--- src/hdl/asp_pkg.sv ---
// shared constants, types and register map of the async serial port
package asp_pkg;

  // ===========================================================
  // timing
  localparam int CLK_PERIOD_NS  = 5;
  localparam int IR_LP_PULSE_NS = 1630;
  localparam int IR_LP_CYC      =
    (IR_LP_PULSE_NS + CLK_PERIOD_NS - 1) / CLK_PERIOD_NS;
  localparam int OVERSAMPLE     = 16;
  localparam int RTO_BITS       = 32;
  localparam int RTO_TICKS      = RTO_BITS * OVERSAMPLE;
  localparam int IR_NORM_TICKS  = 3;

  // ===========================================================
  // fifo geometry
  localparam int FIFO_DEPTH = 16;
  localparam int PTR_W      = 4;
  localparam int CNT_W      = 5;
  localparam int TX_W       = 8;
  localparam int RX_W       = 12;

  // ===========================================================
  // register byte offsets
  localparam logic [5:0] OFF_DATA = 6'h00;
  localparam logic [5:0] OFF_FLAG = 6'h04;
  localparam logic [5:0] OFF_BAUD = 6'h08;
  localparam logic [5:0] OFF_LCR  = 6'h0C;
  localparam logic [5:0] OFF_CTL  = 6'h10;
  localparam logic [5:0] OFF_LVL  = 6'h14;
  localparam logic [5:0] OFF_IMSK = 6'h18;
  localparam logic [5:0] OFF_RIS  = 6'h1C;
  localparam logic [5:0] OFF_MIS  = 6'h20;
  localparam logic [5:0] OFF_ICLR = 6'h24;

  // ===========================================================
  // field positions and reset values
  localparam int FLG_BUSY = 0;
  localparam int FLG_RXE  = 1;
  localparam int FLG_TXF  = 2;
  localparam int FLG_RXF  = 3;
  localparam int FLG_TXE  = 4;
  localparam int NIRQ     = 7;
  localparam int IRQ_RX   = 0;
  localparam int IRQ_TX   = 1;
  localparam int IRQ_RT   = 2;
  localparam int IRQ_FE   = 3;
  localparam int IRQ_PE   = 4;
  localparam int IRQ_BE   = 5;
  localparam int IRQ_OE   = 6;
  localparam logic [15:0] BAUD_RST = 16'h0000;
  localparam logic [2:0]  LVL_RST  = 3'h2;

  // ===========================================================
  // types
  typedef enum logic [2:0] {
    PAR_NONE = 3'h0,
    PAR_EVEN = 3'h1,
    PAR_ODD  = 3'h2,
    PAR_ONE  = 3'h3,
    PAR_ZERO = 3'h4
  } asp_par_t;

  typedef struct packed {
    logic     brk;
    asp_par_t par;
    logic     stop2;
    logic [1:0] wlen;
  } asp_lcr_t;

  typedef struct packed {
    logic infrared_low_power;
    logic infrared_mode_enable;
    logic fifo_en;
    logic receive_enable;
    logic transmit_enable;
    logic port_global_enable;
  } asp_ctl_t;

  typedef enum logic [2:0] {
    ST_IDLE  = 3'h0,
    ST_START = 3'h1,
    ST_DATA  = 3'h2,
    ST_PAR   = 3'h3,
    ST_STOP  = 3'h4
  } asp_state_t;

endpackage

--- src/hdl/asp_top.sv ---
// async serial port: registers, bit-rate generator, tx/rx, infrared
//
// Chosen here: the address-and-strobe port and the address map.
`timescale 1ns/1ps
module asp_top (
  // clock and reset
  input  wire logic        core_clk_in,
  input  wire logic        resetn_in,
  // register port
  input  wire logic [5:0]  reg_addr_in,
  input  wire logic [31:0] reg_wdata_in,
  input  wire logic        reg_wr_in,
  input  wire logic        reg_rd_in,
  output logic [31:0]      reg_rdata_out,
  // serial line
  input  wire logic        ser_rx_in,
  output logic             ser_tx_out,
  input  wire logic        ir_rx_in,
  output logic             ir_tx_out,
  // interrupt
  output logic             irq_out
);

  // ===========================================================
  // helpers
  function automatic logic [2:0] last_bit(input logic [1:0] wlen);
    last_bit = 3'h4 + {1'b0, wlen};
  endfunction

  function automatic logic [4:0] lvl_count(input logic [2:0] sel);
    case (sel)
      3'h0:    lvl_count = 5'h02;
      3'h1:    lvl_count = 5'h04;
      3'h2:    lvl_count = 5'h08;
      3'h3:    lvl_count = 5'h0C;
      3'h4:    lvl_count = 5'h0E;
      default: lvl_count = 5'h08;
    endcase
  endfunction

  function automatic logic par_bit(input asp_pkg::asp_par_t p,
                                   input logic [7:0] d);
    case (p)
      asp_pkg::PAR_EVEN: par_bit = ^d;
      asp_pkg::PAR_ODD:  par_bit = ~^d;
      asp_pkg::PAR_ONE:  par_bit = 1'b1;
      default:           par_bit = 1'b0;
    endcase
  endfunction

  // ===========================================================
  // registers
  logic [15:0]             baud_div;
  asp_pkg::asp_lcr_t       lcr;
  asp_pkg::asp_ctl_t       ctl;
  logic [2:0]              tx_lvl;
  logic [2:0]              rx_lvl;
  logic [asp_pkg::NIRQ-1:0] irq_mask;
  logic [asp_pkg::NIRQ-1:0] irq_raw;
  logic [asp_pkg::NIRQ-1:0] irq_ev;

  wire wr_data = reg_wr_in && reg_addr_in == asp_pkg::OFF_DATA;
  wire rd_data = reg_rd_in && reg_addr_in == asp_pkg::OFF_DATA;
  wire rd_ris  = reg_rd_in && reg_addr_in == asp_pkg::OFF_RIS;
  wire wr_iclr = reg_wr_in && reg_addr_in == asp_pkg::OFF_ICLR;
  wire tx_en   = ctl.port_global_enable && ctl.transmit_enable;
  wire rx_en   = ctl.port_global_enable && ctl.receive_enable;

  always_ff @(posedge core_clk_in or negedge resetn_in)
  begin
    if (!resetn_in)
    begin
      baud_div <= asp_pkg::BAUD_RST;
      lcr      <= '0;
      ctl      <= '0;
      tx_lvl   <= asp_pkg::LVL_RST;
      rx_lvl   <= asp_pkg::LVL_RST;
      irq_mask <= '0;
    end
    else if (reg_wr_in)
    begin
      case (reg_addr_in)
        asp_pkg::OFF_BAUD: baud_div <= reg_wdata_in[15:0];
        asp_pkg::OFF_LCR:  lcr <= reg_wdata_in[6:0];
        asp_pkg::OFF_CTL:  ctl <= reg_wdata_in[5:0];
        asp_pkg::OFF_LVL:
        begin
          tx_lvl <= reg_wdata_in[2:0];
          rx_lvl <= reg_wdata_in[5:3];
        end
        asp_pkg::OFF_IMSK: irq_mask <= reg_wdata_in[6:0];
        default: ;
      endcase
    end
  end

  // ===========================================================
  // fifos
  logic [7:0]  tx_head;
  logic        tx_valid;
  logic        tx_rdy;
  logic        tx_pop;
  logic [4:0]  tx_cnt;
  logic [11:0] rx_head;
  logic [11:0] rx_entry;
  logic        rx_valid;
  logic        rx_rdy;
  logic        rx_push;
  logic [4:0]  rx_cnt;
  asp_pkg::asp_state_t tx_state;
  asp_pkg::asp_state_t rx_state;

  // fifo disabled behaves as a one-deep holding register
  wire tx_acc   = ctl.fifo_en ? tx_rdy : tx_cnt == 5'h00;
  wire rx_acc   = ctl.fifo_en ? rx_rdy : rx_cnt == 5'h00;
  // stalled character completes first, then the queue drops
  wire tx_flush = !ctl.port_global_enable &&
                  tx_state == asp_pkg::ST_IDLE;

  asp_fifo #(.W(asp_pkg::TX_W)) u_tx_fifo (
    .core_clk_in   (core_clk_in),
    .resetn_in     (resetn_in),
    .in_valid_in   (wr_data && tx_acc),
    .in_ready_out  (tx_rdy),
    .in_data_in    (reg_wdata_in[7:0]),
    .out_valid_out (tx_valid),
    .out_ready_in  (tx_pop),
    .out_data_out  (tx_head),
    .flush_in      (tx_flush),
    .count_out     (tx_cnt)
  );

  asp_fifo #(.W(asp_pkg::RX_W)) u_rx_fifo (
    .core_clk_in   (core_clk_in),
    .resetn_in     (resetn_in),
    .in_valid_in   (rx_push && rx_acc),
    .in_ready_out  (rx_rdy),
    .in_data_in    (rx_entry),
    .out_valid_out (rx_valid),
    .out_ready_in  (rd_data),
    .out_data_out  (rx_head),
    .flush_in      (1'b0),
    .count_out     (rx_cnt)
  );

  // ===========================================================
  // bit-rate generator: one tick per divisor+1 clocks, 16 per bit
  logic [15:0] div_cnt;
  // at or past the divisor: lowering it never strands a long count
  wire         tick = div_cnt >= baud_div;

  always_ff @(posedge core_clk_in or negedge resetn_in)
  begin
    if (!resetn_in)
      div_cnt <= '0;
    else
      div_cnt <= tick ? 16'h0000 : div_cnt + 16'h0001;
  end

  // ===========================================================
  // transmitter
  logic [3:0] tx_sub;
  logic [2:0] tx_bit;
  logic [7:0] tx_shift;
  logic       tx_par;
  logic       tx_stop2;
  logic       tx_line;
  wire        tx_end = tick && tx_sub == 4'hF;

  assign tx_pop = tx_state == asp_pkg::ST_IDLE && tick && tx_valid &&
                  tx_en;

  always_ff @(posedge core_clk_in or negedge resetn_in)
  begin
    if (!resetn_in)
    begin
      tx_state <= asp_pkg::ST_IDLE;
      tx_sub   <= '0;
      tx_bit   <= '0;
      tx_shift <= '0;
      tx_par   <= 1'b0;
      tx_stop2 <= 1'b0;
    end
    else
    begin
      if (tick)
        tx_sub <= tx_state == asp_pkg::ST_IDLE ? 4'h0 : tx_sub + 4'h1;
      case (tx_state)
        asp_pkg::ST_IDLE:
          if (tx_pop)
          begin
            tx_state <= asp_pkg::ST_START;
            tx_shift <= tx_head;
            tx_par   <= par_bit(lcr.par, tx_head &
                        (8'hFF >> (2'h3 - lcr.wlen)));
            tx_bit   <= '0;
            tx_stop2 <= 1'b0;
          end
        asp_pkg::ST_START:
          if (tx_end)
            tx_state <= asp_pkg::ST_DATA;
        asp_pkg::ST_DATA:
          if (tx_end)
          begin
            tx_shift <= tx_shift >> 1;
            tx_bit   <= tx_bit + 3'h1;
            if (tx_bit == last_bit(lcr.wlen))
              tx_state <= lcr.par == asp_pkg::PAR_NONE ?
                          asp_pkg::ST_STOP : asp_pkg::ST_PAR;
          end
        asp_pkg::ST_PAR:
          if (tx_end)
            tx_state <= asp_pkg::ST_STOP;
        asp_pkg::ST_STOP:
          if (tx_end)
          begin
            if (lcr.stop2 && !tx_stop2)
              tx_stop2 <= 1'b1;
            else
              tx_state <= asp_pkg::ST_IDLE;
          end
        default: tx_state <= asp_pkg::ST_IDLE;
      endcase
    end
  end

  // break forces the line low; its length is software's job
  always_comb
  begin
    case (tx_state)
      asp_pkg::ST_START: tx_line = 1'b0;
      asp_pkg::ST_DATA:  tx_line = tx_shift[0];
      asp_pkg::ST_PAR:   tx_line = tx_par;
      default:           tx_line = 1'b1;
    endcase
    if (lcr.brk)
      tx_line = 1'b0;
  end

  // ===========================================================
  // infrared encode/decode
  logic [8:0] ir_lp_cnt;
  logic [4:0] ir_hold;
  wire        ir_on   = ctl.infrared_mode_enable;
  wire        ir_norm = !tx_line && tx_sub < 4'(asp_pkg::IR_NORM_TICKS);
  wire        ir_lp   = ir_lp_cnt != '0;
  wire        rx_line = ir_on ? !(ir_rx_in || ir_hold != '0) : ser_rx_in;

  always_ff @(posedge core_clk_in or negedge resetn_in)
  begin
    if (!resetn_in)
    begin
      ir_lp_cnt  <= '0;
      ir_hold    <= '0;
      ser_tx_out <= 1'b1;
      ir_tx_out  <= 1'b0;
    end
    else
    begin
      // armed only in low-power mode, so no stale pulse on mode switch
      if (ir_on && ctl.infrared_low_power && tick && tx_sub == 4'h0 &&
          !tx_line)
        ir_lp_cnt <= 9'(asp_pkg::IR_LP_CYC);
      else if (ir_lp)
        ir_lp_cnt <= ir_lp_cnt - 9'h001;
      if (ir_rx_in)
        ir_hold <= 5'(asp_pkg::OVERSAMPLE);
      else if (tick && ir_hold != '0)
        ir_hold <= ir_hold - 5'h01;
      ser_tx_out <= ir_on ? 1'b1 : tx_line;
      ir_tx_out  <= ir_on && (ctl.infrared_low_power ?
                    ir_lp : ir_norm);
    end
  end

  // ===========================================================
  // receiver: start checked at mid-bit, then every 16 ticks
  logic [3:0] rx_sub;
  logic [2:0] rx_bit;
  logic [7:0] rx_shift;
  logic       rx_perr;
  wire        rx_smp = tick && rx_sub == 4'hF;

  assign rx_push  = rx_state == asp_pkg::ST_STOP && rx_smp;
  assign rx_entry = {!rx_acc, !rx_line && rx_shift == 8'h00, rx_perr,
                     !rx_line, rx_shift};

  always_ff @(posedge core_clk_in or negedge resetn_in)
  begin
    if (!resetn_in)
    begin
      rx_state <= asp_pkg::ST_IDLE;
      rx_sub   <= '0;
      rx_bit   <= '0;
      rx_shift <= '0;
      rx_perr  <= 1'b0;
    end
    else
    begin
      if (tick)
        rx_sub <= rx_state == asp_pkg::ST_IDLE ? 4'h0 : rx_sub + 4'h1;
      case (rx_state)
        asp_pkg::ST_IDLE:
          if (tick && rx_en && !rx_line)
            rx_state <= asp_pkg::ST_START;
        asp_pkg::ST_START:
          if (tick && rx_sub == 4'h7)
          begin
            rx_sub   <= '0;
            rx_bit   <= '0;
            rx_shift <= '0;
            rx_perr  <= 1'b0;
            rx_state <= rx_line ? asp_pkg::ST_IDLE : asp_pkg::ST_DATA;
          end
        asp_pkg::ST_DATA:
          if (rx_smp)
          begin
            rx_shift[rx_bit] <= rx_line;
            rx_bit           <= rx_bit + 3'h1;
            if (rx_bit == last_bit(lcr.wlen))
              rx_state <= lcr.par == asp_pkg::PAR_NONE ?
                          asp_pkg::ST_STOP : asp_pkg::ST_PAR;
          end
        asp_pkg::ST_PAR:
          if (rx_smp)
          begin
            rx_perr  <= rx_line != par_bit(lcr.par, rx_shift);
            rx_state <= asp_pkg::ST_STOP;
          end
        asp_pkg::ST_STOP:
          if (rx_smp)
            rx_state <= asp_pkg::ST_IDLE;
        default: rx_state <= asp_pkg::ST_IDLE;
      endcase
    end
  end

  // ===========================================================
  // receive timeout: 32 bit times idle with data waiting
  logic [9:0] rto_cnt;

  always_ff @(posedge core_clk_in or negedge resetn_in)
  begin
    if (!resetn_in)
      rto_cnt <= '0;
    else if (!rx_valid || rx_push || rd_data)
      rto_cnt <= '0;
    else if (tick && rto_cnt != 10'(asp_pkg::RTO_TICKS))
      rto_cnt <= rto_cnt + 10'h001;
  end

  // ===========================================================
  // interrupts
  logic tx_thr_q;
  logic rx_thr_q;
  wire  tx_thr = tx_cnt <= lvl_count(tx_lvl);
  wire  rx_thr = rx_cnt >= lvl_count(rx_lvl);
  wire [asp_pkg::NIRQ-1:0] irq_clr =
    (rd_ris ? {asp_pkg::NIRQ{1'b1}} : '0) |
    (wr_iclr ? reg_wdata_in[6:0] : '0);

  always_comb
  begin
    irq_ev                   = '0;
    irq_ev[asp_pkg::IRQ_RX]  = rx_thr && !rx_thr_q;
    irq_ev[asp_pkg::IRQ_TX]  = tx_thr && !tx_thr_q;
    irq_ev[asp_pkg::IRQ_RT]  = tick &&
                               rto_cnt == 10'(asp_pkg::RTO_TICKS - 1);
    irq_ev[asp_pkg::IRQ_FE]  = rx_push && rx_entry[8];
    irq_ev[asp_pkg::IRQ_PE]  = rx_push && rx_entry[9];
    irq_ev[asp_pkg::IRQ_BE]  = rx_push && rx_entry[10];
    irq_ev[asp_pkg::IRQ_OE]  = rx_push && !rx_acc;
  end

  always_ff @(posedge core_clk_in or negedge resetn_in)
  begin
    if (!resetn_in)
    begin
      irq_raw  <= '0;
      tx_thr_q <= 1'b1;
      rx_thr_q <= 1'b0;
    end
    else
    begin
      irq_raw  <= (irq_raw & ~irq_clr) | irq_ev;
      tx_thr_q <= tx_thr;
      rx_thr_q <= rx_thr;
    end
  end

  assign irq_out = |(irq_raw & irq_mask);

  // ===========================================================
  // read port: data one cycle after the strobe, zero otherwise
  logic [31:0] rd_mux;

  always_comb
  begin
    case (reg_addr_in)
      asp_pkg::OFF_DATA: rd_mux = {20'h00000, rx_valid ? rx_head : 12'h000};
      asp_pkg::OFF_FLAG: rd_mux = {27'h0000000, tx_cnt == 5'h00, !rx_acc,
                                   !tx_acc, !rx_valid,
                                   tx_state != asp_pkg::ST_IDLE};
      asp_pkg::OFF_BAUD: rd_mux = {16'h0000, baud_div};
      asp_pkg::OFF_LCR:  rd_mux = {25'h0000000, lcr};
      asp_pkg::OFF_CTL:  rd_mux = {26'h0000000, ctl};
      asp_pkg::OFF_LVL:  rd_mux = {26'h0000000, rx_lvl, tx_lvl};
      asp_pkg::OFF_IMSK: rd_mux = {25'h0000000, irq_mask};
      asp_pkg::OFF_RIS:  rd_mux = {25'h0000000, irq_raw};
      asp_pkg::OFF_MIS:  rd_mux = {25'h0000000, irq_raw & irq_mask};
      default:           rd_mux = 32'h00000000;
    endcase
  end

  always_ff @(posedge core_clk_in or negedge resetn_in)
  begin
    if (!resetn_in)
      reg_rdata_out <= '0;
    else
      reg_rdata_out <= reg_rd_in ? rd_mux : 32'h00000000;
  end

endmodule

--- src/hdl/asp_fifo.sv ---
// sixteen-entry synchronous fifo with valid/ready on both sides
`timescale 1ns/1ps
module asp_fifo #(
  parameter int W = 8
) (
  // clock and reset
  input  wire logic                       core_clk_in,
  input  wire logic                       resetn_in,
  // fill side
  input  wire logic                       in_valid_in,
  output logic                            in_ready_out,
  input  wire logic [W-1:0]               in_data_in,
  // drain side
  output logic                            out_valid_out,
  input  wire logic                       out_ready_in,
  output logic [W-1:0]                    out_data_out,
  // control and level
  input  wire logic                       flush_in,
  output logic [asp_pkg::CNT_W-1:0]       count_out
);

  logic [W-1:0]               mem [asp_pkg::FIFO_DEPTH];
  logic [asp_pkg::PTR_W-1:0]  wr_ptr;
  logic [asp_pkg::PTR_W-1:0]  rd_ptr;
  logic [asp_pkg::CNT_W-1:0]  cnt;
  wire                        push;
  wire                        pop;

  assign in_ready_out  = cnt != asp_pkg::CNT_W'(asp_pkg::FIFO_DEPTH);
  assign out_valid_out = cnt != '0;
  assign push          = in_valid_in && in_ready_out && !flush_in;
  assign pop           = out_valid_out && out_ready_in && !flush_in;
  assign out_data_out  = mem[rd_ptr];
  assign count_out     = cnt;

  always_ff @(posedge core_clk_in)
  begin
    if (push)
      mem[wr_ptr] <= in_data_in;
  end

  always_ff @(posedge core_clk_in or negedge resetn_in)
  begin
    if (!resetn_in)
    begin
      wr_ptr <= '0;
      rd_ptr <= '0;
      cnt    <= '0;
    end
    else if (flush_in)
    begin
      wr_ptr <= '0;
      rd_ptr <= '0;
      cnt    <= '0;
    end
    else
    begin
      wr_ptr <= wr_ptr + PTR_ONE(push);
      rd_ptr <= rd_ptr + PTR_ONE(pop);
      cnt    <= cnt + CNT_ONE(push) - CNT_ONE(pop);
    end
  end

  function automatic logic [asp_pkg::PTR_W-1:0] PTR_ONE(input logic b);
    PTR_ONE = {{(asp_pkg::PTR_W-1){1'b0}}, b};
  endfunction

  function automatic logic [asp_pkg::CNT_W-1:0] CNT_ONE(input logic b);
    CNT_ONE = {{(asp_pkg::CNT_W-1){1'b0}}, b};
  endfunction

endmodule

--- config.mk ---
export PLATFORM = sky130hd
export DESIGN_NAME = asp_top
export DESIGN_NICKNAME = d
export VERILOG_FILES = /design/src/hdl/asp_pkg.sv /design/src/hdl/asp_top.sv /design/src/hdl/asp_fifo.sv
export SDC_FILE = /design/constraint.sdc
export NUM_CORES = 1
export LEC_CHECK = 0
export BUFFER_PORTS_ARGS = -buffer_cell sky130_fd_sc_hd__buf_2
export CORE_MARGIN = 3
export CORE_UTILIZATION = 43
export CTS_BUF_LIST = sky130_fd_sc_hd__clkbuf_4 sky130_fd_sc_hd__clkbuf_8 sky130_fd_sc_hd__clkbuf_16
export CTS_CLUSTER_DIAMETER = 30
export DETAILED_ROUTE_END_ITERATION = 7
export SYNTH_ARGS = -nofsm -noshare
export SYNTH_HDL_FRONTEND = slang
export SYNTH_SLANG_ARGS = --single-unit
--- constraint.sdc ---
create_clock -name core_clk_in -period 4.1 [get_ports core_clk_in]
set_clock_uncertainty 0.1 [all_clocks]
set_input_delay 0.82 -clock core_clk_in [delete_from_list [all_inputs] [get_ports core_clk_in]]
set_output_delay 0.82 -clock core_clk_in [all_outputs]
set_load 0.05 [all_outputs]
* Yosys cells after proc, flatten, opt, wreduce, memory -nomap -nowiden *
Memories as Yosys holds them, arrays and structs flattened.
Index checks and enable logic that the tools add are counted.

cells by class
  $add $sub $neg = 18
  $lt $le $gt $ge = 6
  equality and inequality tests = 50
  shift operators = 1
  multiplexer cells = 76
  bitwise operators = 6
  reductions and logical operators = 95

operators with widths
  operator                                       number
  case mux 16 bit (9 select lines)               1
  two-way mux 3 bit                              18
  logical AND 1 bit                              42
  two-way mux 32 bit                             1
  two-way mux 8 bit                              4
  case mux 4 bit (4 select lines)                2
  case mux 8 bit (2 select lines)                2
  case mux 3 bit (5 select lines)                2
  two-way mux 4 bit                              7
  == test 3 x 2 -> 1 bit, second input constant  8
  == test 6 x 5 -> 1 bit, second input constant  4
  != test 2 bit, second input constant           12
  two-way mux 10 bit                             2
  two-way mux 1 bit                              18
  two-way mux 9 bit                              2
  adder 16 x 1 -> 16 bit, second input constant  1
  adder 4 x 1 -> 4 bit                           4
  >= comparator 16 bit                           1
  two-way mux 16 bit                             1
  XNOR reduction 8 bit                           2
  parity 8 bit                                   2
  == test 3 x 1 -> 1 bit, second input constant  5
  logical NOT 3 bit                              5
  two-way mux 5 bit                              3
  55 further kinds                               103

storage, ports and cells
  bits in registers = 190
  memory bits (writable) = 320
  input bits = 44
  word-level logic and storage cells = 295
  memories kept = 2

memories
  memory         words  width  read ports  clocked after Yosys merged registers in  write ports  RTL line        RTL
  u_rx_fifo.mem  16     12     1           0                                        1            asp_fifo.sv:22  logic [W-1:0] mem [asp_pkg::FIFO_DEPTH];
  u_tx_fifo.mem  16     8      1           0                                        1            asp_fifo.sv:22

* Depth between registers and ports, before layout *
Gate-level depths: netlist of run 1.

  depth after elaboration = 8
  gate-level depth with buffers = 20

* Modules after synthesis *
A second synthesis of run 1 with hierarchy kept.

second synthesis, totals
  cell total of the unflattened synthesis = 1,523
  area, all modules = 21,992.3 um2

by module, submodules not included
  module                instances  cells an instance  area each (um2)  seq. area each (um2)
  asp_top               1          846                8,240.4          3,708.6
  asp_fifo (u_rx_fifo)  1          386                8,022.7          6,090.8
  asp_fifo (u_tx_fifo)  1          291                5,729.2          4,169.0

* Least setup slack after synthesis of run 1 *
OpenSTA, ideal clock, no wires.

  path type = register -> register
  start point = register div_cnt[0]
  end point = memory u_rx_fifo.mem[2][0] (netlist name), enable pin
  arrival = 3.108 ns
  slack = 0.496 ns
  cell stages (with the launch flop) = 13
  buffers on the path = 1
  period minus slack after synthesis = 3.604 ns
  cells stage by stage = dfrtp_1 -> inv_1 -> ha_1 -> nand2b_1 -> a21o_1 -> a21o_1 -> a21oi_1 -> o211a_1 -> o221a_1 -> buf_6 -> nor4b_4 -> nand4b_1 -> nor3_1

between the ends
  word-level cells in the longest chain between the ends = 7

ends and longest elaborated chain
  item                                     RTL line        RTL
  from (decl)                              asp_top.sv:148  logic [15:0] div_cnt;
  from (signal assigned)                   asp_top.sv:157  div_cnt <= tick ? 16'h0000 : div_cnt + 16'h0001;
  >= comparator 16 bit                     asp_top.sv:150  wire tick = div_cnt >= baud_div;
  logical AND 1 bit                        asp_top.sv:282  wire rx_smp = tick && rx_sub == 4'hF;
  logical AND 1 bit                        asp_top.sv:284  assign rx_push = rx_state == asp_pkg::ST_STOP && rx_smp;
  logical AND 1 bit                        asp_top.sv:136  .in_valid_in (rx_push && rx_acc),
  logical AND 1 bit                        asp_fifo.sv:31  assign push = in_valid_in && in_ready_out && !flush_in;
  two-way mux 1 bit                        asp_fifo.sv:38  if (push)
  two-way mux 1 bit (not written as such)  asp_fifo.sv:39  mem[wr_ptr] <= in_data_in;
  to (decl)                                asp_fifo.sv:22

Every way passes these cells.

* Final worst setup path of run 1 *
  start point = register div_cnt[9]
  end point = register u_tx_fifo.cnt (netlist bit u_tx_fifo.count_out[4])

between the ends
  word-level cells in the longest chain between the ends = 8

ends and longest elaborated chain
  item                            RTL line        RTL
  >= comparator 16 bit            asp_top.sv:150
  logical AND 1 bit (3 in a row)  asp_top.sv:170  assign tx_pop = tx_state == asp_pkg::ST_IDLE && tick && tx_valid &&
  logical AND 1 bit (2 in a row)  asp_fifo.sv:32  assign pop = out_valid_out && out_ready_in && !flush_in;
  subtractor 5 x 1 -> 5 bit       asp_fifo.sv:60  cnt <= cnt + CNT_ONE(push) - CNT_ONE(pop);
  two-way mux 5 bit               asp_fifo.sv:50  else if (flush_in)
  to (signal assigned)            asp_fifo.sv:60
  to (decl)                       asp_fifo.sv:25  logic [asp_pkg::CNT_W-1:0] cnt;

Every way passes these cells.
A chain may end at the register's enable or synchronous reset.

==> results of run 1 <==
[placed cells by master (no fill, tap or decap), drive strengths merged, types with 9 or more instances in the layout]
cell type / instances
dfrtp: 170
nor2b: 13
bufinv: 14
o21ai: 38
and3: 16
a22oi: 19
clkinv: 34
mux2i: 47
nand2: 64
edfxtp: 320
nand2b: 10
buf: 104
ha: 56
mux4: 76
inv: 72
a22o: 9
a21o: 16
xnor2: 34
conb: 16
a221oi: 20
clkinvlp: 17
nor2: 112
clkbuf: 128
xor2: 27
nand3: 44
mux2: 58
nor3: 22
nand4: 15
a21oi: 31
[kinds of logic (layout without fill, tap and decap cells)]
group | after synthesis | count (layout) | share of synthesized area (%)
DFF | 494 | 494 | 64.0
adders and majority gates | 58 | 58 | 3.39
buffers and inverters | 149 | 369 | 3.27
xor gates and xnor gates | 62 | 62 | 2.55
and+or+nand+nor | 346 | 346 | 7.92
muxes | 181 | 181 | 13.0
other | 1 | 17 | 0.0172
AOI/OAI and AO/OA | 176 | 176 | 5.90
[registers in the layout (all words and copies together) (netlist names), 7 cells and up]
register and count:
rx_shift 8, u_tx_fifo.mem 128, div_cnt 16, rto_cnt 10, irq_raw 7, tx_shift 8, ir_lp_cnt 9, lcr 7
reg_rdata_out 16, baud_div 16, u_rx_fifo.mem 192, irq_mask 7
[path summary, 6_finish.rpt]
check	startpoint	to	slack [ps]	cells past startpoint
setup / recovery	div_cnt[9]	u_tx_fifo.count_out[4]	350	19
hold / removal	resetn_in	tx_shift[4]	170	1
setup reg to reg	div_cnt[9]	u_tx_fifo.count_out[4]	350	19
hold reg to reg	ir_lp_cnt[8]	ir_lp_cnt[8]	360	1
max in group asynchronous	resetn_in	div_cnt[3]	2760	2
min in group core_clk_in	reg_wdata_in[12]	baud_div[12]	320	2
[power by group through the flow]
stage / Combinational [mW] / Clock [mW] / Sequential [mW]
2_1_floorplan: 1.31 / 0 / 6.09
3_3_place_gp: 1.57 / 0 / 6.32
3_5_place_dp: 1.63 / 0 / 6.34
4_1_cts: 1.64 / 8.81 / 6.26
5_1_grt: 1.81 / 9.12 / 6.34
6_report: 1.63 / 8.68 / 6.26
[metal layers]
metal  vias to the layer above  wire (microns)  track usage, %  share of wire, %
met5                         -               0               0                 0
met4                         0            1080            6.00               2.1
met3                        89            2840            4.45               5.6
met2                       383           24300            31.1                48
met1                      6587           22500            26.7                44
li1                       5860               -               -                 -
[through the flow]
stage	cells	total power, mW	worst slack (ps)	hold slack [ps]	cell area [sq um]
finish	2367	16.6	354	175	26800
global route	2366	17.3	60.3	260	26800
CTS	2366	16.7	258	226	26800
detailed placement	2164	7.97	311	360	23000
global placement	2164	7.89	329	349	23000
floorplan	1482	7.40	496	315	21900
[repair_timing]
item / CTS / global route
hold buffers: 0 / 0
endpoints found under the setup margin: 0 / 1
gates resized for setup: 0 / 1
[critical path: cells and delay by family, from the launching register on]
kind | cells | cell delay, ps
and+or+nand+nor | 3 | 540
AOI/OAI and AO/OA | 8 | 1340
DFF | 1 | 430
buffers and inverters | 4 | 240
adders and majority gates | 4 | 980
[cell type report]
cell class / instances / area (sq um) / share of cell area, %
Sequential cell: 494 / 14000 / 52.2
Timing Repair Buffer: 105 / 707 / 2.64
Clock buffer: 127 / 2890 / 10.8
Antenna cell: 1 / 2.50 / 0.00935
Clock inverter: 75 / 857 / 3.20
Inverter: 62 / 233 / 0.870
Tap cell: 664 / 831 / 3.10
Multi-Input combinational cell: 839 / 7260 / 27.1
[Yosys cell counts, types with 7 or more instances]
cell / instances
a21o_1: 16
a21oi_1: 30
a221oi_1: 16
a22o_1: 9
a22oi_1: 19
a32o_1: 7
and2_1: 8
and3_1: 16
buf_1: 8
buf_4: 17
clkbuf_1: 47
dfrtp_1: 170
edfxtp_1: 320
ha_1: 56
inv_1: 60
mux2_2: 52
mux2i_1: 47
mux4_2: 76
nand2_1: 64
nand2b_1: 10
nand3_1: 43
nand4_1: 15
nor2_1: 109
nor2b_1: 13
nor3_1: 21
o21ai_0: 38
or3_1: 8
xnor2_1: 34
xor2_1: 27
==> results.sh, run 1 <==
export IMPL_power_frac_seq_pct=37.8
export IMPL_synth_area_leaders="edfxtp_1 44%, dfrtp_1 19%, mux4_2 7.8%, ha_1 3.2%, mux2_2 2.7%"
export IMPL_finalWirelength_microns=50700
export IMPL_ant_nets=0
export IMPL_hpwl_microns=32200
export IMPL_numCtsBuffers=106
export IMPL_drive_gt1_share_pct=26.7
export IMPL_synth_edff_count=320
export IMPL_setup_viol=0
export IMPL_ios=79
export IMPL_place_gp_congestion=0.837
export IMPL_final_hold_violation_count=0
export IMPL_core_area_sq_mm=0.0496
export IMPL_finalCritPeriodShare_pct=91.4
export IMPL_cts_sinks=494
export IMPL_synth_ff_type="edfxtp_1"
export IMPL_power_leakage_nw=10.4
export IMPL_grt_setup_unrepaired="false"
export IMPL_port_buffers=46
export IMPL_dieArea_sq_mm=0.0535
export IMPL_cp_arrival_ps=4180
export IMPL_p_int_mw=12.4
export IMPL_synthDistinctLibCells=81
export IMPL_htree_levels=3
export IMPL_final_nets=1710
export IMPL_crit_required_ps=4530
export IMPL_path_max_fanout=5
export IMPL_critPathCaptureType="flop"
export IMPL_cp_start_kind="flop"
export IMPL_worstPathCellList="ha_1, a21o_1, a21o_1, a21o_1, a21o_1, a21oi_2, o221ai_4, nand3_2, inv_2, ha_1, inv_1, ha_1, inv_1, fa_1, inv_1, a21oi_1, nor2_1, or3_1, a21oi_1"
export IMPL_fill_cells=3961
export IMPL_ys_async_sr_fraction_pct=35.2
export IMPL_synth_top_cell_by_area="edfxtp_1"
export IMPL_num_rows=81
export IMPL_final_core_util_pct=54.0
export IMPL_vias=12900
export IMPL_seq_area_frac_synth_pct=64.0
export IMPL_grt_antenna_before_repair=2
export IMPL_final_setup_tns_ps=0
export IMPL_p_comb_share_pct=9.8
export IMPL_cp_common_cell="a21o_1"
export IMPL_crit_type="reg -> reg"
export IMPL_drt_iter0_drc=1204
export IMPL_cts_root_buf="clkbuf_16"
export IMPL_synth_cells=1467
export IMPL_via_per_inst=5.46
export IMPL_clock_latency_ps=640
export IMPL_grt_overflow_total=0
export IMPL_hp_class="in -> async"
export IMPL_cts_tree="built"
export IMPL_drcViolationCount=0
export IMPL_slew_headroom_pct=36.0
export IMPL_status="finished clean"
export IMPL_syn_to_final_growth_pct=22.5
export IMPL_grt_pass1_vias=13500
export IMPL_yosysWarnings=0
export IMPL_p_sw_mw=4.14
export IMPL_tightest_slew_ps=956
export IMPL_max_freq_ghz=0.267
export IMPL_crit_slowest_cell="dfrtp_1"
export IMPL_die_h_microns=231
export IMPL_grt_use_total_pct=19.5
export IMPL_avgRoutedWirePerCell_microns=21.4
export IMPL_grt_max_degree=105
export IMPL_ir_drop_uv=468
export IMPL_slowest_delay_ps=430
export IMPL_grt_pass1_wl_microns=79500
export IMPL_die_w_microns=231
export IMPL_yosys_area_top_type_share_pct=44.0
export IMPL_power_density_mw_per_mm2=619
export IMPL_clk_path_buf_depth=3
export IMPL_start_util_pct=44.1
export IMPL_path_clk_slew_ps=40
export IMPL_drtPass1Iterations=6
export IMPL_p_sw_share_pct=25.0
export IMPL_ys_ff_latch=494
export IMPL_maxCapViolations=0
export IMPL_p_clk_share_pct=52.4
export IMPL_post_cts_buffers=0
export IMPL_syn_avg_cell_area_sq_um=14.9
export IMPL_min_period_ps=3750
export IMPL_syn_area_sq_mm=0.0218
export IMPL_drv_slew=0
No activity file was read; power rests on OpenSTA's default activity.
==> run 2, diff against run 1 <==
- CORE_MARGIN: 3 -> 4
- CORE_UTILIZATION: 43 -> 62
- PLACE_DENSITY: default -> 0.8
- SLEW_MARGIN: default -> 0
==> run 2 against run 1 <==
Net effect: combinational power about the same; flip-flop and latch count unchanged; setup slack worse by 120 ps; sequential share of layout area up 1.7 points; clock power down 12%; final cell count down 10%; global-route usage up 8.3 points; core utilization up 21 points; routed wire length up 3.1%; maximum frequency down 3.0%; critical path type unchanged; highest routed layer unchanged.
==> results.sh, run 2 (synthesis gave the netlist of run 1 again) <==
export IMPL_dieArea_sq_mm=0.0383
export IMPL_cts_root_buf="clkbuf_16"
export IMPL_port_buffers=46
export IMPL_place_ws_ps=303
export IMPL_syn_to_final_growth_pct=18.7
export IMPL_reg_largest_list="u_rx_fifo.mem: 192 flops, u_tx_fifo.mem: 128 flops"
export IMPL_finalWirelength_microns=52300
export IMPL_tightest_slew_ps=1300
export IMPL_path_clk_slew_ps=50
export IMPL_cp_common_cell="a21o_1"
export IMPL_critPathCaptureType="flop"
export IMPL_met1_usage_pct=36.3
export IMPL_final_area_sq_mm=0.0259
export IMPL_final_hold_violation_count=0
export IMPL_avgRoutedWirePerCell_microns=24.6
export IMPL_cts_sinks=494
export IMPL_drt_iter0_drc=1391
export IMPL_final_setup_tns_ps=0
export IMPL_grt_overflow_total=0
export IMPL_clock_latency_ps=610
export IMPL_final_common_cell="edfxtp_1"
export IMPL_hp_class="in -> async"
export IMPL_grt_antenna_before_repair=0
export IMPL_crit_type="reg -> reg"
export IMPL_drive_gt1_share_pct=25.8
export IMPL_die_w_microns=196
export IMPL_placed_cell_area_sq_mm=0.0227
export IMPL_ir_drop_uv=560
export IMPL_path_max_fanout=12
export IMPL_drcViolationCount=0
export IMPL_grt_setup_unrepaired="false"
export IMPL_grt_pass1_wl_microns=82200
export IMPL_maxCapViolations=0
export IMPL_start_util_pct=63.1
export IMPL_die_h_microns=196
export IMPL_numCtsBuffers=93
export IMPL_final_setup_worst_slack_ps=236
export IMPL_grt_max_degree=86
export IMPL_via_per_inst=6.35
export IMPL_status="finished clean"
export IMPL_largest_register_ffs=192
export IMPL_grt_use_total_pct=27.8
export IMPL_htree_levels=3
export IMPL_fill_cells=1969
export IMPL_crit_reg2reg_launch="div_cnt[0]"
export IMPL_cp_arrival_ps=3960
export IMPL_final_nets=1693
export IMPL_num_rows=68
export IMPL_crit_slowest_cell="nor2_1"
export IMPL_hpwl_microns=31300
export IMPL_cp_start_kind="flop"
export IMPL_cp_buffers_inverters=1
export IMPL_final_cells=2126
export IMPL_crit_path_start="div_cnt[0]"
export IMPL_crit_required_ps=4200
export IMPL_path_delay_family="simple AND/OR/NAND/NOR gates"
export IMPL_cts_tree="built"
export IMPL_grt_pass1_vias=14200
export IMPL_worstPathCellList="inv_1, ha_1, nand2b_1, a21o_1, a21o_1, a21oi_1, o211a_1, o221a_1, nor4b_4, nand4b_1, nor2_1"
export IMPL_use_met2_pct=46.1
export IMPL_vias=13500
export IMPL_slowest_delay_ps=1020
export IMPL_drv_slew=0
export IMPL_max_freq_ghz=0.259
export IMPL_power_leakage_nw=10.1
export IMPL_finalCritPeriodShare_pct=94.2
export IMPL_setup_viol=0
export IMPL_min_period_ps=3860
export IMPL_place_gp_congestion=0.888
export IMPL_top_register="u_rx_fifo.mem"
export IMPL_dpl_cell_count=1951
export IMPL_power_density_mw_per_mm2=599
export IMPL_top_usage_layer="met2"
export IMPL_core_area_sq_mm=0.0346
export IMPL_clk_path_buf_depth=3
export IMPL_drtPass1Iterations=7
export IMPL_grt_met3_usage_pct=6.32
export IMPL_ant_nets=0
export IMPL_slew_headroom_pct=12.8
export IMPL_ios=79
export IMPL_hold_buffers=0
export IMPL_post_cts_buffers=0
export IMPL_mostFrequentLayoutCells="320 x edfxtp_1, 167 x dfrtp_1, 109 x nor2_1"
run 2: cell count changes in the layout (fill, tap and decap cells not counted), sizes merged:
cell      previous run  this run
buf                104       101
inv                 72        70
clkbuf             128       122
bufinv              14         6
clkinv              34        30
clkinvlp            17         8
run 2: per-layer routing:
layer  up-vias  share of wire (%)
li1       5819                  -
met1      6842                 38
met2       680                 50
met3       150                7.8
met4         0                3.4
met5         -                  0
run 2: final timing paths:
path	endpoint	slack (ps)	cells past startpoint
min in group core_clk_in	baud_div[11]	350	2
setup / recovery	u_rx_fifo.mem[3][6]	240	11
hold / removal	u_tx_fifo.count_out[2]	210	1
hold reg to reg	tx_shift[6]	380	1
setup reg to reg	u_rx_fifo.mem[3][6]	240	11
max in group asynchronous	ser_tx_out	2840	2
run 2: through the flow:
stage / util (%) / hold WS, ps / power [mW]
floorplan: - / 315 / 7.40
global placement: 65.6 / 352 / 7.84
detailed placement: 65.6 / 358 / 7.93
CTS: 74.9 / 219 / 15.6
global route: 74.9 / 237 / 16.1
finish: 74.9 / 206 / 15.5
run 2: area by class of cell:
type	count	area (sq um)	share of cell area (%)
timing repair buffer	101	674	2.60
clock buffer	122	2710	10.4
clock inverter	52	515	1.99
sequential	494	14000	53.9
tap	455	569	2.20
multi-input combinational	839	7260	28.0
antenna	1	2.50	0.00965
inverter	62	233	0.897
run 2: what timing repair did:
item                       CTS  global route
gates resized for setup      0             1
hold endpoints to repair     0             0
setup endpoints to repair    0             1
run 2: report_power, final:
part	switching [mW]	total (mW)	leakage (nW)	internal, mW
clock network	2.57	7.62	1.59	5.05
registers	0.509	6.26	5.16	5.75
logic	0.904	1.66	3.37	0.757
total	3.98	15.5	10.1	11.6
==> run 3, diff against run 2 <==
- CORE_UTILIZATION: 62 -> 35
- PLACE_DENSITY: 0.8 -> default
- SKIP_CTS_REPAIR_TIMING: default -> 1
- clock period: 4.1 -> 4.23 ns (I/O delays scaled with it)
==> run 3 against run 2 <==
Net effect: design area is 4.0% higher; critical path type unchanged; maximum frequency is 3.4% lower; highest routed layer unchanged; critical path depth is 1 lower; largest power group unchanged; final cell count is 19% higher; combinational power is 3% lower; first-iteration DRC count is 39% lower; count of clock-buffer cells in the layout is 2 lower; clock power is 12% higher.
==> results.sh, run 3 (synthesis gave the netlist of run 1 again) <==
export IMPL_finalCritPeriodShare_pct=94.6
export IMPL_final_setup_worst_slack_ps=228
export IMPL_slowest_delay_ps=1050
export IMPL_status="finished clean"
export IMPL_maxCapViolations=0
export IMPL_port_buffers=46
export IMPL_htree_levels=3
export IMPL_grt_pass1_wl_microns=79500
export IMPL_cp_common_cell="a21o_1"
export IMPL_grt_use_total_pct=15.3
export IMPL_start_util_pct=35.4
export IMPL_clock_latency_ps=650
export IMPL_grt_pass1_vias=13600
export IMPL_die_h_microns=258
export IMPL_worstPathCellList="ha_1, nand2b_1, a21o_1, a21o_1, a21oi_1, o211a_1, o221a_1, nor4b_4, nand4b_1, nor2_1"
export IMPL_drtPass1Iterations=5
export IMPL_drt_iter0_drc=850
export IMPL_grt_antenna_before_repair=3
export IMPL_ir_drop_uv=462
export IMPL_setup_viol=0
export IMPL_crit_required_ps=4380
export IMPL_num_rows=91
export IMPL_crit_type="reg -> reg"
export IMPL_place_gp_congestion=0.798
export IMPL_dieArea_sq_mm=0.0665
export IMPL_ios=79
export IMPL_min_period_ps=4000
export IMPL_hpwl_microns=33400
export IMPL_top_register="u_rx_fifo.mem"
export IMPL_finalWirelength_microns=50700
export IMPL_power_density_mw_per_mm2=602
export IMPL_reg_largest_list="u_rx_fifo.mem: 192 flops, u_tx_fifo.mem: 128 flops"
export IMPL_via_per_inst=5.10
export IMPL_cp_start_kind="flop"
export IMPL_fill_cells=5535
export IMPL_cp_arrival_ps=4150
export IMPL_syn_to_final_growth_pct=23.5
export IMPL_tightest_slew_ps=1280
export IMPL_cts_root_buf="clkbuf_16"
export IMPL_clk_path_buf_depth=3
export IMPL_grt_max_degree=92
export IMPL_vias=12900
export IMPL_power_leakage_nw=10.3
export IMPL_ant_nets=0
export IMPL_cts_sinks=494
export IMPL_drive_gt1_share_pct=26.6
export IMPL_final_hold_violation_count=0
export IMPL_critPathCaptureType="flop"
export IMPL_crit_slowest_cell="nor2_1"
export IMPL_die_w_microns=258
export IMPL_mostFrequentLayoutCells="320 x edfxtp_1, 167 x dfrtp_1, 109 x nor2_1"
export IMPL_max_freq_ghz=0.250
export IMPL_path_max_fanout=12
export IMPL_largest_register_ffs=192
export IMPL_final_setup_tns_ps=0
export IMPL_hp_class="in -> async"
export IMPL_path_clk_slew_ps=50
export IMPL_avgRoutedWirePerCell_microns=20.0
export IMPL_cts_tree="built"
export IMPL_place_ws_ps=216
export IMPL_grt_overflow_total=0
export IMPL_numCtsBuffers=107
export IMPL_final_nets=1701
export IMPL_final_core_util_pct=43.7
export IMPL_drcViolationCount=0
export IMPL_slew_headroom_pct=14.1
export IMPL_final_common_cell="edfxtp_1"
export IMPL_core_area_sq_mm=0.0617
export IMPL_drv_slew=0
export IMPL_grt_setup_unrepaired="false"
-- run 3: critical path: cells and delay by family (launching register included) --
kind	cells	cell delay [ps]
adders and majority gates	1	290
AOI/OAI and AO/OA	5	880
DFF	1	420
and+or+nand+nor	4	1920
-- run 3: worst paths after layout --
check                                       startpoint             endpoint  slack, ps  cells after the start
worst max-delay path                       baud_div[0]  u_rx_fifo.mem[3][1]        230                     10
max in group asynchronous                    resetn_in            tx_sub[3]       2980                      2
worst min register to register  u_tx_fifo.count_out[4]             tx_thr_q        370                      1
min in group core_clk_in              reg_wdata_in[12]         baud_div[12]        330                      2
worst max register to register             baud_div[0]  u_rx_fifo.mem[3][1]        230                     10
worst min-delay path                         resetn_in            ir_tx_out        190                      1
-- run 3: layer usage --
| metal | part of all wire (%) | track usage, % | routed length [microns] | vias to the layer above |
|---|---|---|---|---|
| li1 | - | - | - | 5863 |
| met1 | 41 | 18.8 | 20900 | 6679 |
| met2 | 52 | 26.9 | 26400 | 286 |
| met3 | 4.3 | 2.94 | 2170 | 96 |
| met4 | 2.5 | 5.49 | 1260 | 0 |
| met5 | 0 | 0 | 0 | - |
-- run 3: cell type report --
| class | count | area, sq um | area share [%] |
|---|---|---|---|
| well taps | 837 | 1050 | 3.88 |
| multi-input cells | 839 | 7250 | 26.9 |
| inverters | 62 | 233 | 0.863 |
| repair buffers | 95 | 644 | 2.39 |
| clock inverters | 84 | 1010 | 3.74 |
| clock buffers | 120 | 2810 | 10.4 |
| diodes | 2 | 5.00 | 0.0186 |
| flip-flops and latches | 494 | 14000 | 51.8 |
-- run 3: power by group --
group	switching (mW)	leakage (nW)	total (mW)	internal, mW
sequential	0.471	5.16	6.05	5.58
combinational	0.867	3.34	1.61	0.746
clock	2.83	1.85	8.57	5.74
total	4.17	10.3	16.2	12.1
-- run 3: stage by stage --
step                cell area, sq um  hold WS, ps  power (mW)  std cells
floorplan                      21900          315        7.17       1482
global placement               23200          352        7.67       2327
detailed placement             23200          363        7.76       2327
CTS                            27000          197        16.4       2531
global route                   27000          246        16.9       2532
finish                         27000          190        16.2       2533
